File: config.mk
export PLATFORM = sky130hd
export DESIGN_NAME = led_ctl
export DESIGN_NICKNAME = d
export VERILOG_FILES = /design/src/logic/led_ctl.v /design/src/logic/pin_sync3.v
export VERILOG_INCLUDE_DIRS = /design/src /design/src/logic
export SDC_FILE = /design/constraint.sdc
export NUM_CORES = 1
export LEC_CHECK = 0
export BUFFER_PORTS_ARGS = -buffer_cell sky130_fd_sc_hd__buf_2
export CORE_UTILIZATION = 25
export DETAILED_ROUTE_END_ITERATION = 6
export GPL_ROUTABILITY_DRIVEN = 0
export PLACE_DENSITY = 0.47
export SETUP_SLACK_MARGIN = 0.02
export SYNTH_ARGS = -nofsm -noshare
export SYNTH_HDL_FRONTEND = slang
export SYNTH_SLANG_ARGS = --single-unit
File: constraint.sdc
create_clock -name clk_sys -period 9.2 [get_ports clk_sys]
set_clock_uncertainty 0.05 [all_clocks]
set_input_delay 1.38 -clock clk_sys [delete_from_list [all_inputs] [get_ports clk_sys]]
set_output_delay 1.38 -clock clk_sys [all_outputs]
set_load 0.02 [all_outputs]
File: src/logic/led_ctl_defines.vh
// Register map, field positions and reset values of the LED driver control block.
// Contract
// - Output-disable bit 1 turns channel off.
// - Fault suppress bit 1 masks that fault.
// - Unmasked shorts and opens set status registers.
// - Dimming-fault suppress bit blocks dimming status.
// - Error suppress bit keeps errors off pin.
// - Only unmasked faults may reach error pin; a fault recorded before its mask is set still does until its status is read.
// - Error pin is active low.
// - Off-state check disable bit stops diagnostic.
// - Neighbour-short test self-clears when detection completes.
// - Slow-edge bit selects slow slew rate.
// - Alarm force holds error pin low.
// - Weak-load level bit picks detection threshold.
// - Each channel holds an 8-bit trim value.
// - Per-channel dimming source select field.
// - Miscellaneous command field has five bits.
// - Latch rising edge moves shifted data in.
// - Serial chain output feeds next device.
// - Output-disable writes at 0x52 and 0x53.
// - Output-disable read-back at 0x92 and 0x93.
`ifndef LED_CTL_DEFINES_VH
`define LED_CTL_DEFINES_VH

// ==========================================================
// Register addresses (8-bit index on the parallel port and in serial frames)
`define A_TRIM_FIRST      8'h46
`define A_TRIM_LAST       8'h51
`define A_DIS_LO          8'h52
`define A_DIS_HI          8'h53
`define A_DSEL_FIRST      8'h20
`define A_DSEL_LAST       8'h2B
`define A_GND_LO          8'h5A
`define A_GND_HI          8'h5B
`define A_DIODE_LO        8'h5C
`define A_DIODE_HI        8'h5D
`define A_OPEN_LO         8'h5E
`define A_OPEN_HI         8'h5F
`define A_MISC            8'h60
`define A_GLOBAL_MASK     8'h61
`define A_SHORT_ST_LO     8'h70
`define A_SHORT_ST_HI     8'h71
`define A_OPEN_ST_LO      8'h72
`define A_OPEN_ST_HI      8'h73
`define A_DIM_ST          8'h74

// ==========================================================
// Serial frames: read commands sit this far above the register address
`define READ_CMD_OFFSET   8'h40
`define FRAME_BITS        16

// ==========================================================
// Miscellaneous command field bit positions
`define MISC_OFF_CHECK    0
`define MISC_NEIGHBOUR    1
`define MISC_SLOW_EDGE    2
`define MISC_ALARM_FORCE  3
`define MISC_WEAK_LEVEL   4
`define MISC_WIDTH        5

// Global mask register bit positions
`define GM_DIM_SUPPRESS   0
`define GM_ERR_SUPPRESS   1

// ==========================================================
// Reset values and sizes
`define RST_MASK12        12'hFFF
`define RST_MISC          5'h00
`define RST_GLOBAL        2'h3
`define DSEL_BITS         3
`define DIM_INPUTS        6
`define CHANNELS          12

`endif

File: src/logic/led_ctl.v
// Control, fault masking and serial register access of a twelve-channel LED driver.
//
// The implementer's own choices: the strobed register port and the address map.
`timescale 1ns/1ps
`include "led_ctl_defines.vh"
module led_ctl (
    // Clock, reset, enable
    input  wire        clk_sys,
    input  wire        reset,
    input  wire        ce,
    // Parallel register port
    input  wire [7:0]  addr,
    input  wire [7:0]  wdata,
    input  wire        wr,
    input  wire        rd,
    output reg  [7:0]  rdata_r,
    // Serial link pins
    input  wire        sclk,
    input  wire        sdi,
    input  wire        latch,
    output reg         serial_chain_out,
    // Dimming input pins
    input  wire [5:0]  dim_pin,
    // Fault detectors, one-cycle pulses or levels on clk_sys
    input  wire [11:0] gnd_short_det,
    input  wire [11:0] diode_short_det,
    input  wire [11:0] open_det,
    input  wire [5:0]  dim_fault_det,
    input  wire        neighbour_done,
    // Channel and analog controls
    output reg  [11:0] ch_on_r,
    output reg  [95:0] trim_value,
    output reg         off_state_check_disable,
    output reg         neighbour_short_test,
    output reg         slow_edge_select,
    output reg         weak_load_level_select,
    output reg         error_n_r
);
    // ==========================================================
    // Storage
    reg  [11:0] output_disable_bits;
    reg  [35:0] dsel_r;
    reg  [11:0] gnd_suppress_r;
    reg  [11:0] diode_short_suppress;
    reg  [11:0] open_suppress_r;
    reg         alarm_force_r;
    reg         dim_suppress_r;
    reg         err_suppress_r;
    reg  [11:0] short_st_r;
    reg  [11:0] open_st_r;
    reg  [5:0]  dim_st_r;
    reg  [15:0] shift_r;
    reg         sclk_q_d_r;
    reg         latch_q_d_r;

    // Both global suppress bits come up set, so nothing reaches the pin before setup.
    localparam [1:0] global_rst = `RST_GLOBAL;

    wire [8:0]  pin_q;
    wire        sclk_q  = pin_q[0];
    wire        sdi_q   = pin_q[1];
    wire        latch_q = pin_q[2];
    wire [5:0]  dim_q   = pin_q[8:3];

    // Serial link pins and dimming pins come from outside the clock domain.
    // A pin change is seen four to five cycles late, so the host must hold each sclk
    // level for at least two cycles; a faster link clock is not supported.
    pin_sync3 #(.WIDTH(9)) u_sync (
        .clk_sys (clk_sys),
        .reset   (reset),
        .ce      (ce),
        .pin     ({dim_pin, latch, sdi, sclk}),
        .q_r     (pin_q)
    );

    wire sclk_rise  = sclk_q & ~sclk_q_d_r;
    wire latch_rise = latch_q & ~latch_q_d_r;

    // ==========================================================
    // Serial frame decode
    wire [7:0] frame_cmd  = shift_r[15:8];
    wire [7:0] frame_data = shift_r[7:0];
    wire       frame_read = frame_cmd[7];
    wire [7:0] frame_addr = frame_read ? (frame_cmd - `READ_CMD_OFFSET) : frame_cmd;

    // The parallel port wins when both sources act in one cycle.
    wire       ser_wr = latch_rise & ~frame_read;
    wire       ser_rd = latch_rise & frame_read;
    wire       do_wr  = wr | ser_wr;
    wire [7:0] w_addr = wr ? addr : frame_addr;
    wire [7:0] w_data = wr ? wdata : frame_data;
    wire       do_rd  = rd | ser_rd;
    wire [7:0] r_addr = rd ? addr : frame_addr;

    // ==========================================================
    // Read mux shared by both access paths
    function in_trim;
        input [7:0] a;
        begin
            in_trim = (a >= `A_TRIM_FIRST) && (a <= `A_TRIM_LAST);
        end
    endfunction

    function in_dsel;
        input [7:0] a;
        begin
            in_dsel = (a >= `A_DSEL_FIRST) && (a <= `A_DSEL_LAST);
        end
    endfunction

    function [7:0] rd_value;
        input [7:0] a;
        integer k;
        begin
            k = 0;
            rd_value = 8'h00;
            if (in_trim(a)) begin
                k = a - `A_TRIM_FIRST;
                rd_value = trim_value[k*8 +: 8];
            end else if (in_dsel(a)) begin
                k = a - `A_DSEL_FIRST;
                rd_value = {5'h00, dsel_r[k*3 +: 3]};
            end else begin
                case (a)
                    `A_DIS_LO:      rd_value = {2'h0, output_disable_bits[5:0]};
                    `A_DIS_HI:      rd_value = {2'h0, output_disable_bits[11:6]};
                    `A_GND_LO:      rd_value = {2'h0, gnd_suppress_r[5:0]};
                    `A_GND_HI:      rd_value = {2'h0, gnd_suppress_r[11:6]};
                    `A_DIODE_LO:    rd_value = {2'h0, diode_short_suppress[5:0]};
                    `A_DIODE_HI:    rd_value = {2'h0, diode_short_suppress[11:6]};
                    `A_OPEN_LO:     rd_value = {2'h0, open_suppress_r[5:0]};
                    `A_OPEN_HI:     rd_value = {2'h0, open_suppress_r[11:6]};
                    `A_MISC:        rd_value = {3'h0, weak_load_level_select, alarm_force_r,
                                                slow_edge_select, neighbour_short_test,
                                                off_state_check_disable};
                    `A_GLOBAL_MASK: rd_value = {6'h00, err_suppress_r, dim_suppress_r};
                    `A_SHORT_ST_LO: rd_value = {2'h0, short_st_r[5:0]};
                    `A_SHORT_ST_HI: rd_value = {2'h0, short_st_r[11:6]};
                    `A_OPEN_ST_LO:  rd_value = {2'h0, open_st_r[5:0]};
                    `A_OPEN_ST_HI:  rd_value = {2'h0, open_st_r[11:6]};
                    `A_DIM_ST:      rd_value = {2'h0, dim_st_r};
                    default:        rd_value = 8'h00;
                endcase
            end
        end
    endfunction

    // ==========================================================
    // Fault recording: masked faults never reach status.
    wire [11:0] short_set = (gnd_short_det & ~gnd_suppress_r)
                          | (diode_short_det & ~diode_short_suppress);
    wire [11:0] open_set  = open_det & ~open_suppress_r;
    wire [5:0]  dim_set   = dim_suppress_r ? 6'h00 : dim_fault_det;

    reg  [11:0] short_clr;
    reg  [11:0] open_clr;
    reg  [5:0]  dim_clr;

    always @* begin
        short_clr = 12'h000;
        open_clr  = 12'h000;
        dim_clr   = 6'h00;
        if (do_rd) begin
            case (r_addr)
                `A_SHORT_ST_LO: short_clr = 12'h03F;
                `A_SHORT_ST_HI: short_clr = 12'hFC0;
                `A_OPEN_ST_LO:  open_clr  = 12'h03F;
                `A_OPEN_ST_HI:  open_clr  = 12'hFC0;
                `A_DIM_ST:      dim_clr   = 6'h3F;
                default:        short_clr = 12'h000;
            endcase
        end
    end

    always @(posedge clk_sys) begin
        if (reset) begin
            short_st_r <= 12'h000;
            open_st_r  <= 12'h000;
            dim_st_r   <= 6'h00;
        end else if (ce) begin
            // A new event in the clearing cycle survives the read.
            short_st_r <= (short_st_r & ~short_clr) | short_set;
            open_st_r  <= (open_st_r & ~open_clr) | open_set;
            dim_st_r   <= (dim_st_r & ~dim_clr) | dim_set;
        end
    end

    // ==========================================================
    // Configuration registers
    always @(posedge clk_sys) begin
        if (reset) begin
            output_disable_bits     <= `RST_MASK12;
            gnd_suppress_r          <= `RST_MASK12;
            diode_short_suppress    <= `RST_MASK12;
            open_suppress_r         <= `RST_MASK12;
            dim_suppress_r          <= global_rst[`GM_DIM_SUPPRESS];
            err_suppress_r          <= global_rst[`GM_ERR_SUPPRESS];
            trim_value              <= 96'h0;
            dsel_r                  <= 36'h0;
            off_state_check_disable <= 1'b0;
            neighbour_short_test    <= 1'b0;
            slow_edge_select        <= 1'b0;
            alarm_force_r           <= 1'b0;
            weak_load_level_select  <= 1'b0;
        end else if (ce) begin
            // Completion clears the test bit; a write in the same cycle decides.
            if (neighbour_done) begin
                neighbour_short_test <= 1'b0;
            end
            if (do_wr) begin
                if (in_trim(w_addr)) begin
                    trim_value[(w_addr - `A_TRIM_FIRST)*8 +: 8] <= w_data;
                end
                if (in_dsel(w_addr)) begin
                    dsel_r[(w_addr - `A_DSEL_FIRST)*3 +: 3] <= w_data[2:0];
                end
                case (w_addr)
                    `A_DIS_LO:   output_disable_bits[5:0]   <= w_data[5:0];
                    `A_DIS_HI:   output_disable_bits[11:6]  <= w_data[5:0];
                    `A_GND_LO:   gnd_suppress_r[5:0]        <= w_data[5:0];
                    `A_GND_HI:   gnd_suppress_r[11:6]       <= w_data[5:0];
                    `A_DIODE_LO: diode_short_suppress[5:0]  <= w_data[5:0];
                    `A_DIODE_HI: diode_short_suppress[11:6] <= w_data[5:0];
                    `A_OPEN_LO:  open_suppress_r[5:0]       <= w_data[5:0];
                    `A_OPEN_HI:  open_suppress_r[11:6]      <= w_data[5:0];
                    `A_MISC: begin
                        off_state_check_disable <= w_data[`MISC_OFF_CHECK];
                        neighbour_short_test    <= w_data[`MISC_NEIGHBOUR];
                        slow_edge_select        <= w_data[`MISC_SLOW_EDGE];
                        alarm_force_r           <= w_data[`MISC_ALARM_FORCE];
                        weak_load_level_select  <= w_data[`MISC_WEAK_LEVEL];
                    end
                    `A_GLOBAL_MASK: begin
                        dim_suppress_r <= w_data[`GM_DIM_SUPPRESS];
                        err_suppress_r <= w_data[`GM_ERR_SUPPRESS];
                    end
                    default: begin
                    end
                endcase
            end
        end
    end

    // ==========================================================
    // Serial shift chain and read-back
    // A read frame replaces the shifted bits, so that frame is not passed down the chain;
    // the host must clock the answer out before it sends the next device its data.
    always @(posedge clk_sys) begin
        if (reset) begin
            shift_r          <= 16'h0000;
            sclk_q_d_r       <= 1'b0;
            latch_q_d_r      <= 1'b0;
            serial_chain_out <= 1'b0;
        end else if (ce) begin
            sclk_q_d_r  <= sclk_q;
            latch_q_d_r <= latch_q;
            if (ser_rd) begin
                // Read data goes out first, ahead of anything shifted behind it.
                shift_r <= {rd_value(frame_addr), 8'h00};
            end else if (sclk_rise) begin
                shift_r <= {shift_r[14:0], sdi_q};
            end
            serial_chain_out <= shift_r[15];
        end
    end

    // ==========================================================
    // Parallel read data, valid in the cycle after the strobe only
    always @(posedge clk_sys) begin
        if (reset) begin
            rdata_r <= 8'h00;
        end else if (ce) begin
            rdata_r <= rd ? rd_value(addr) : 8'h00;
        end
    end

    // ==========================================================
    // Channel gating and error pin
    integer c;

    // Selections beyond the last dimming pin keep the channel dark.
    function dim_gate;
        input [2:0] s;
        input [5:0] pins;
        begin
            dim_gate = 1'b0;
            if (s < `DIM_INPUTS) begin
                dim_gate = pins[s];
            end
        end
    endfunction

    always @(posedge clk_sys) begin
        if (reset) begin
            ch_on_r   <= 12'h000;
            error_n_r <= 1'b1;
        end else if (ce) begin
            for (c = 0; c < `CHANNELS; c = c + 1) begin
                ch_on_r[c] <= ~output_disable_bits[c]
                            & dim_gate(dsel_r[c*3 +: 3], dim_q);
            end
            // Status holds faults that were unmasked when set; one masked later still drives the pin until its status is read.
            error_n_r <= ~(alarm_force_r
                         | (~err_suppress_r
                            & ((|short_st_r) | (|open_st_r) | (|dim_st_r))));
        end
    end
endmodule

File: src/logic/pin_sync3.v
// Three-stage synchroniser that accepts a change once stages two and three agree.
`timescale 1ns/1ps
module pin_sync3 #(
    parameter WIDTH = 1
) (
    // Clock and control
    input  wire             clk_sys,
    input  wire             reset,
    input  wire             ce,
    // Pins and filtered result
    input  wire [WIDTH-1:0] pin,
    output reg  [WIDTH-1:0] q_r
);
    reg [WIDTH-1:0] s1_r;
    reg [WIDTH-1:0] s2_r;
    reg [WIDTH-1:0] s3_r;
    integer i;

    always @(posedge clk_sys) begin
        if (reset) begin
            s1_r <= {WIDTH{1'b0}};
            s2_r <= {WIDTH{1'b0}};
            s3_r <= {WIDTH{1'b0}};
            q_r  <= {WIDTH{1'b0}};
        end else if (ce) begin
            s1_r <= pin;
            s2_r <= s1_r;
            s3_r <= s2_r;
            for (i = 0; i < WIDTH; i = i + 1) begin
                if (s2_r[i] == s3_r[i]) begin
                    q_r[i] <= s3_r[i];
                end
            end
        end
    end
endmodule

* Word level (Yosys, flattened, before mapping)
Index checks and enable logic that the tools add are counted.
Cells by class: reductions and logical operators 32, shift operators 8, multiplexer cells 85, $add $sub $neg 9, bitwise logic cells 55, $mul 3, eq/ne operators 54, $lt $le $gt $ge 36
Operator list (number):
- $eq A8 B7 Y1 const B | 45
- $shiftx A96 B12 Y8 | 2
- $pmux W6 S15 | 2
- $bwmux W96 | 1
- $shift A8 B34 Y96 const A | 1
- $shiftx A8 B34 Y96 | 1
- $shiftx A36 B12 Y3 | 2
- $neg A32 Y34 | 2
- $and A12 B12 Y12 | 5
- $not A12 Y12 | 5
- $mux W8 | 7
- $mux W1 | 51
- $lt A3 B4 Y1 const B | 12
- $pmux W12 S2 | 2
- $bmux W1 S3 | 12
- $bwmux W36 | 1
- $lt A3 B3 Y1 const B | 12
- $mul A9 B3 Y12 const B | 3
- $or A12 B12 Y12 | 3
- $reduce_and A3 Y1 | 12
- $shift A3 B34 Y36 const A | 1
- $shiftx A3 B34 Y36 | 1
- $mux W16 | 2
- $mux W6 | 5
- other kinds (20) | 92
Word-level totals: output and inout port bits 122, input port bits 73, register bits 293

* Longest topological paths before layout
word-level depth 9, gate-level depth with buffers 25, gate-level depth less buffers 24

* Modules after synthesis
From an unflattened synthesis, not the netlist that was laid out.
Second synthesis, totals: cell total of the unflattened synthesis 2461, area total of the unflattened synthesis 20945.1 um^2
By module, submodules not included:
- led_ctl | cells each 2316, seq. area each 5144.9 um^2, area each 19438.6 um^2, instances 1
- pin_sync3 | cells each 145, seq. area each 720.7 um^2, area each 1506.4 um^2, instances 1

* Worst setup path after synthesis
Ideal clock, no wire load.
kind input -> register, start input port wr, end register dsel_r[4], stages 23, slack 2.081 ns, arrival 6.936 ns, cells stage by stage buf_6 > buf_2 > nand2_1 > o21a_1 > buf_1 > clkinv_1 > ha_1 > ha_1 > inv_1 > fa_1 > nor2b_1 > o21ai_0 > a311o_1 > a21oi_1 > nand4_1 > ha_1 > or4b_2 > nor3_1 > o211ai_1 > or2_1 > clkbuf_1 > o41ai_1 > a21oi_1
Between the ends: longest elaborated chain between the ends 6
Ends and longest elaborated chain:
- start, declared | RTL line led_ctl.v:14 | input wire wr,
- $mux W8 | RTL line led_ctl.v:90 | wire [7:0] w_addr = wr ? addr : frame_addr;
- $sub A8 B6 Y9 (no line)
- $mul A9 B3 Y12 | RTL line led_ctl.v:215 | dsel_r[(w_addr - `A_DSEL_FIRST)*3 +: 3] <= w_data[2:0];
- $neg A32 Y34 | RTL line led_ctl.v:215
- $shiftx A3 B34 Y36 or $shift A3 B34 Y36 (tied branches) | RTL line led_ctl.v:215
- $bwmux W36 | RTL line led_ctl.v:215
- end signal, assigned by index | RTL line led_ctl.v:215
- end, declared | RTL line led_ctl.v:42 | reg [35:0] dsel_r;
Parallel ways exist; a longest one is shown, timed or not. A chain may end at the register's enable or synchronous reset.

* Worst setup path in the final report
start input port addr[1], end register dsel_r[20]
Between the ends: longest elaborated chain between the ends 6
Ends and longest elaborated chain:
- start, declared | RTL line led_ctl.v:12 | input wire [7:0] addr,
- $mux W8 (*) | RTL line led_ctl.v:90
- $sub A8 B6 Y9 (no line)
- $mul A9 B3 Y12 | RTL line led_ctl.v:215
- $neg A32 Y34 | RTL line led_ctl.v:215
- $shiftx A3 B34 Y36 or $shift A3 B34 Y36 (tied branches) | RTL line led_ctl.v:215
- $bwmux W36 | RTL line led_ctl.v:215
Every way passes the cells marked *; elsewhere a longest branch is shown, timed or not.

==> run_results.csv <==
group,metric,value,unit
cts,cts_root_buf,"clkbuf_16",
status,violations,"design-rule violations",
cts,cts_setup_buffers,0,
cts,numClockSinks,293,
logic_synthesis,synth_edf_count,0,
logic_synthesis,ys_types,94,
route,antenna_left,0,
logic_synthesis,yosysTopAreaCell,"dfxtp_1",
logic_synthesis,yosys_most_used_dff,"dfxtp_1",
logic_synthesis,avgSynthCellArea,8.67,sq um
sta,slew_violations,0,
cts,htreeDepth,2,
cts,insertion_delay,560,ps
global_routing,grt_pass1_wl,130000,um
finish,drive_gt1_frac,0.178,
global_routing,overflow,0,
die,start_util,0.253,
route,wirelength,87400,um
sta,min_period,7390,ps
logic_synthesis,netlist_area,0.0208,sq mm
route,dr.pass1.iters,7,
min_path,holdCritPathClass,"reg2reg",
worst_setup_path,worst-path-max-fanout,16,
status,outcome,"complete, but fails checks",
logic_synthesis,ys_seq_area_frac,0.282,
finish,num-fill-cells,8663,
die,die_area,0.0844,sq mm
cts,cts_inserted_buffers,37,
finish,instances_no_fill,3591,
route,drc,14,
cts,hold_buffers,0,
finish,area_growth,15.2,%
place,portBuffers,194,
sta,setup_viol,0,
sta,tightest_slew,1420,ps
sta,hold_viol,0,
route,wl_per_cell,24.3,um
logic_synthesis,yosys-top-cells-area,"dfxtp_1, mux4_2, mux2i_1",
die,die_w,291,um
global_routing,grt_max_degree,89,
worst_setup_path,arrival,7800,ps
die,rows,105,
logic_synthesis,async_flop_share,0,
sta,finalCritPeriodShare,0.803,
place,dp.cells,3522,
logic_synthesis,yosysWarningCount,0,
worst_setup_path,crit_required,9620,ps
run,maxCapViolCount,0,
cts,post_cts_resized,0,
sta,tns,0,ps
logic_synthesis,netlist_top_cells_count,"nand2_1, dfxtp_1, mux2i_1, nor2_1, clkbuf_1",
cts,cts_tree,"done",
die,num_io_pins,195,
sta,fmaxAchievable,0.135,GHz
finish,num-nets-final,2661,
power_and_ir_drop,worst_ir_drop_vdd,0.120,mV
global_routing,antenna_found_initial,14,
logic_synthesis,netlist_instances,2401,
power_and_ir_drop,leakage,9.74,nW
route,avgViaCountPerCell,5.64,
worst_setup_path,cp-start-kind,"input pin",
worst_setup_path,endpoint_kind,"flop",
logic_synthesis,yosysMostFrequentCell,"nand2_1",
logic_synthesis,syn-num-nets,2571,
cts,clk_pin_slew_worst_paths,60,ps
power_and_ir_drop,power.density,138,mW/mm^2
global_routing,grt_pass1_vias,19700,
cts,clk_path_buf_depth,3,
sta,rsz0062_at_grt,"no",
die,die_h,291,um
sta,slew_headroom,0.0480,
route,drt_iter0_markers,1895,
global_routing,grtUsageTotal,0.201,
route,vias,20300,
logic_synthesis,synth-seq-cells,293,
worst_setup_path,path_class,"in2reg",
place,hpwl,65200,um
logic_synthesis,synth_top_area_frac,0.282,
die,core_area,0.0822,sq mm
[stage by stage]
stage	area [sq um]	hold WS [ps]	util	setup slack, ps	total power, mW
finish	24000	413	0.292	1810	3.32
global route	24000	436	0.292	1310	3.45
global placement	22700	404	0.276	1480	1.79
floorplan	20800	394	-	2080	1.64
detailed placement	22700	408	0.276	1380	1.80
CTS	24000	418	0.292	1940	3.35
[state kept, by name, summed over array words and instances, names as in the netlist, 12 cells and up]
register / flops
dsel_r: 36
gnd_suppress_r: 12
ch_on_r: 12
open_st_r: 12
diode_short_suppress: 12
output_disable_bits: 12
open_suppress_r: 12
shift_r: 16
short_st_r: 12
trim_value: 96
[worst max-delay path, stage by stage]
cell and delay, ps:
buf_2 160, nand2_1 80, o21a_1 460, clkinv_1 430, ha_1 480, ha_1 220
inv_1 60, fa_1 400, nor2b_1 210, o21ai_0 170, a311o_1 390, a21oi_1 380
nand4_1 190, inv_1 110, ha_1 240, or4_1 400, nor3_1 130, a21boi_0 110
o32a_1 570, or2_1 470, or4_1 570, a21oi_1 160
[power breakdown]
group | internal, mW | switching, mW
clock | 0.931 | 0.614
combinational | 0.154 | 0.346
sequential | 1.27 | 0.00353
total | 2.36 | 0.964
[metal layers]
layer	track usage	share of wire
met4	0.0710	0.036
met2	0.318	0.45
met3	0.0396	0.082
met1	0.270	0.43
met5	0	0.00095
[final timing paths]
| path | start | endpoint | slack (ps) | depth (start not counted) |
|---|---|---|---|---|
| setup reg to reg | shift_r[9] | dsel_r[20] | 2250 | 21 |
| setup / recovery | addr[1] | dsel_r[20] | 1810 | 22 |
| hold reg to reg | ch_on_r[4] | ch_on_r[4] | 410 | 2 |
| hold / removal | ch_on_r[4] | ch_on_r[4] | 410 | 2 |
[kinds of logic after synthesis]
group | Yosys count | synth area share
AND/OR/NAND/NOR | 863 | 0.196
AO/OA/AOI/OAI | 507 | 0.172
multiplexers | 322 | 0.219
flip-flops | 293 | 0.282
buffers and inverters | 276 | 0.0512
adder cells (fa/ha/maj) | 97 | 0.0597
XOR/XNOR | 43 | 0.0201
[cell type report]
cell class                      instances  area (sq um)  share of cell area
Timing Repair Buffer                  227          1230              0.0511
Sequential cell                       293          5870               0.245
Tap cell                             1070          1340              0.0558
Clock buffer                           47          1020              0.0427
Clock inverter                         19           241              0.0101
Inverter                              100           378              0.0158
Antenna cell                            3          7.51            0.000313
Multi-Input combinational cell       1832         13900               0.580
[cell usage in the layout (no fill, tap or decap), drive strengths merged, types with 10 or more instances in the layout]
cell / instances
nand2: 345
dfxtp: 293
buf: 227
mux2i: 208
nor2: 195
mux4: 105
inv: 102
ha: 93
nand3: 84
o21ai: 84
a21oi: 76
a22oi: 59
o211ai: 56
nor3: 51
clkbuf: 47
nor4: 32
and3: 31
a221oi: 31
xnor2: 27
nand4: 25
o22ai: 23
a32oi: 18
a211oi: 17
and2: 17
nor2b: 16
a21o: 16
a22o: 14
xor2: 14
a31oi: 13
nand2b: 11
a31o: 11
a222oi: 10
clkinv: 10
Power figures use the tool's default switching activity.
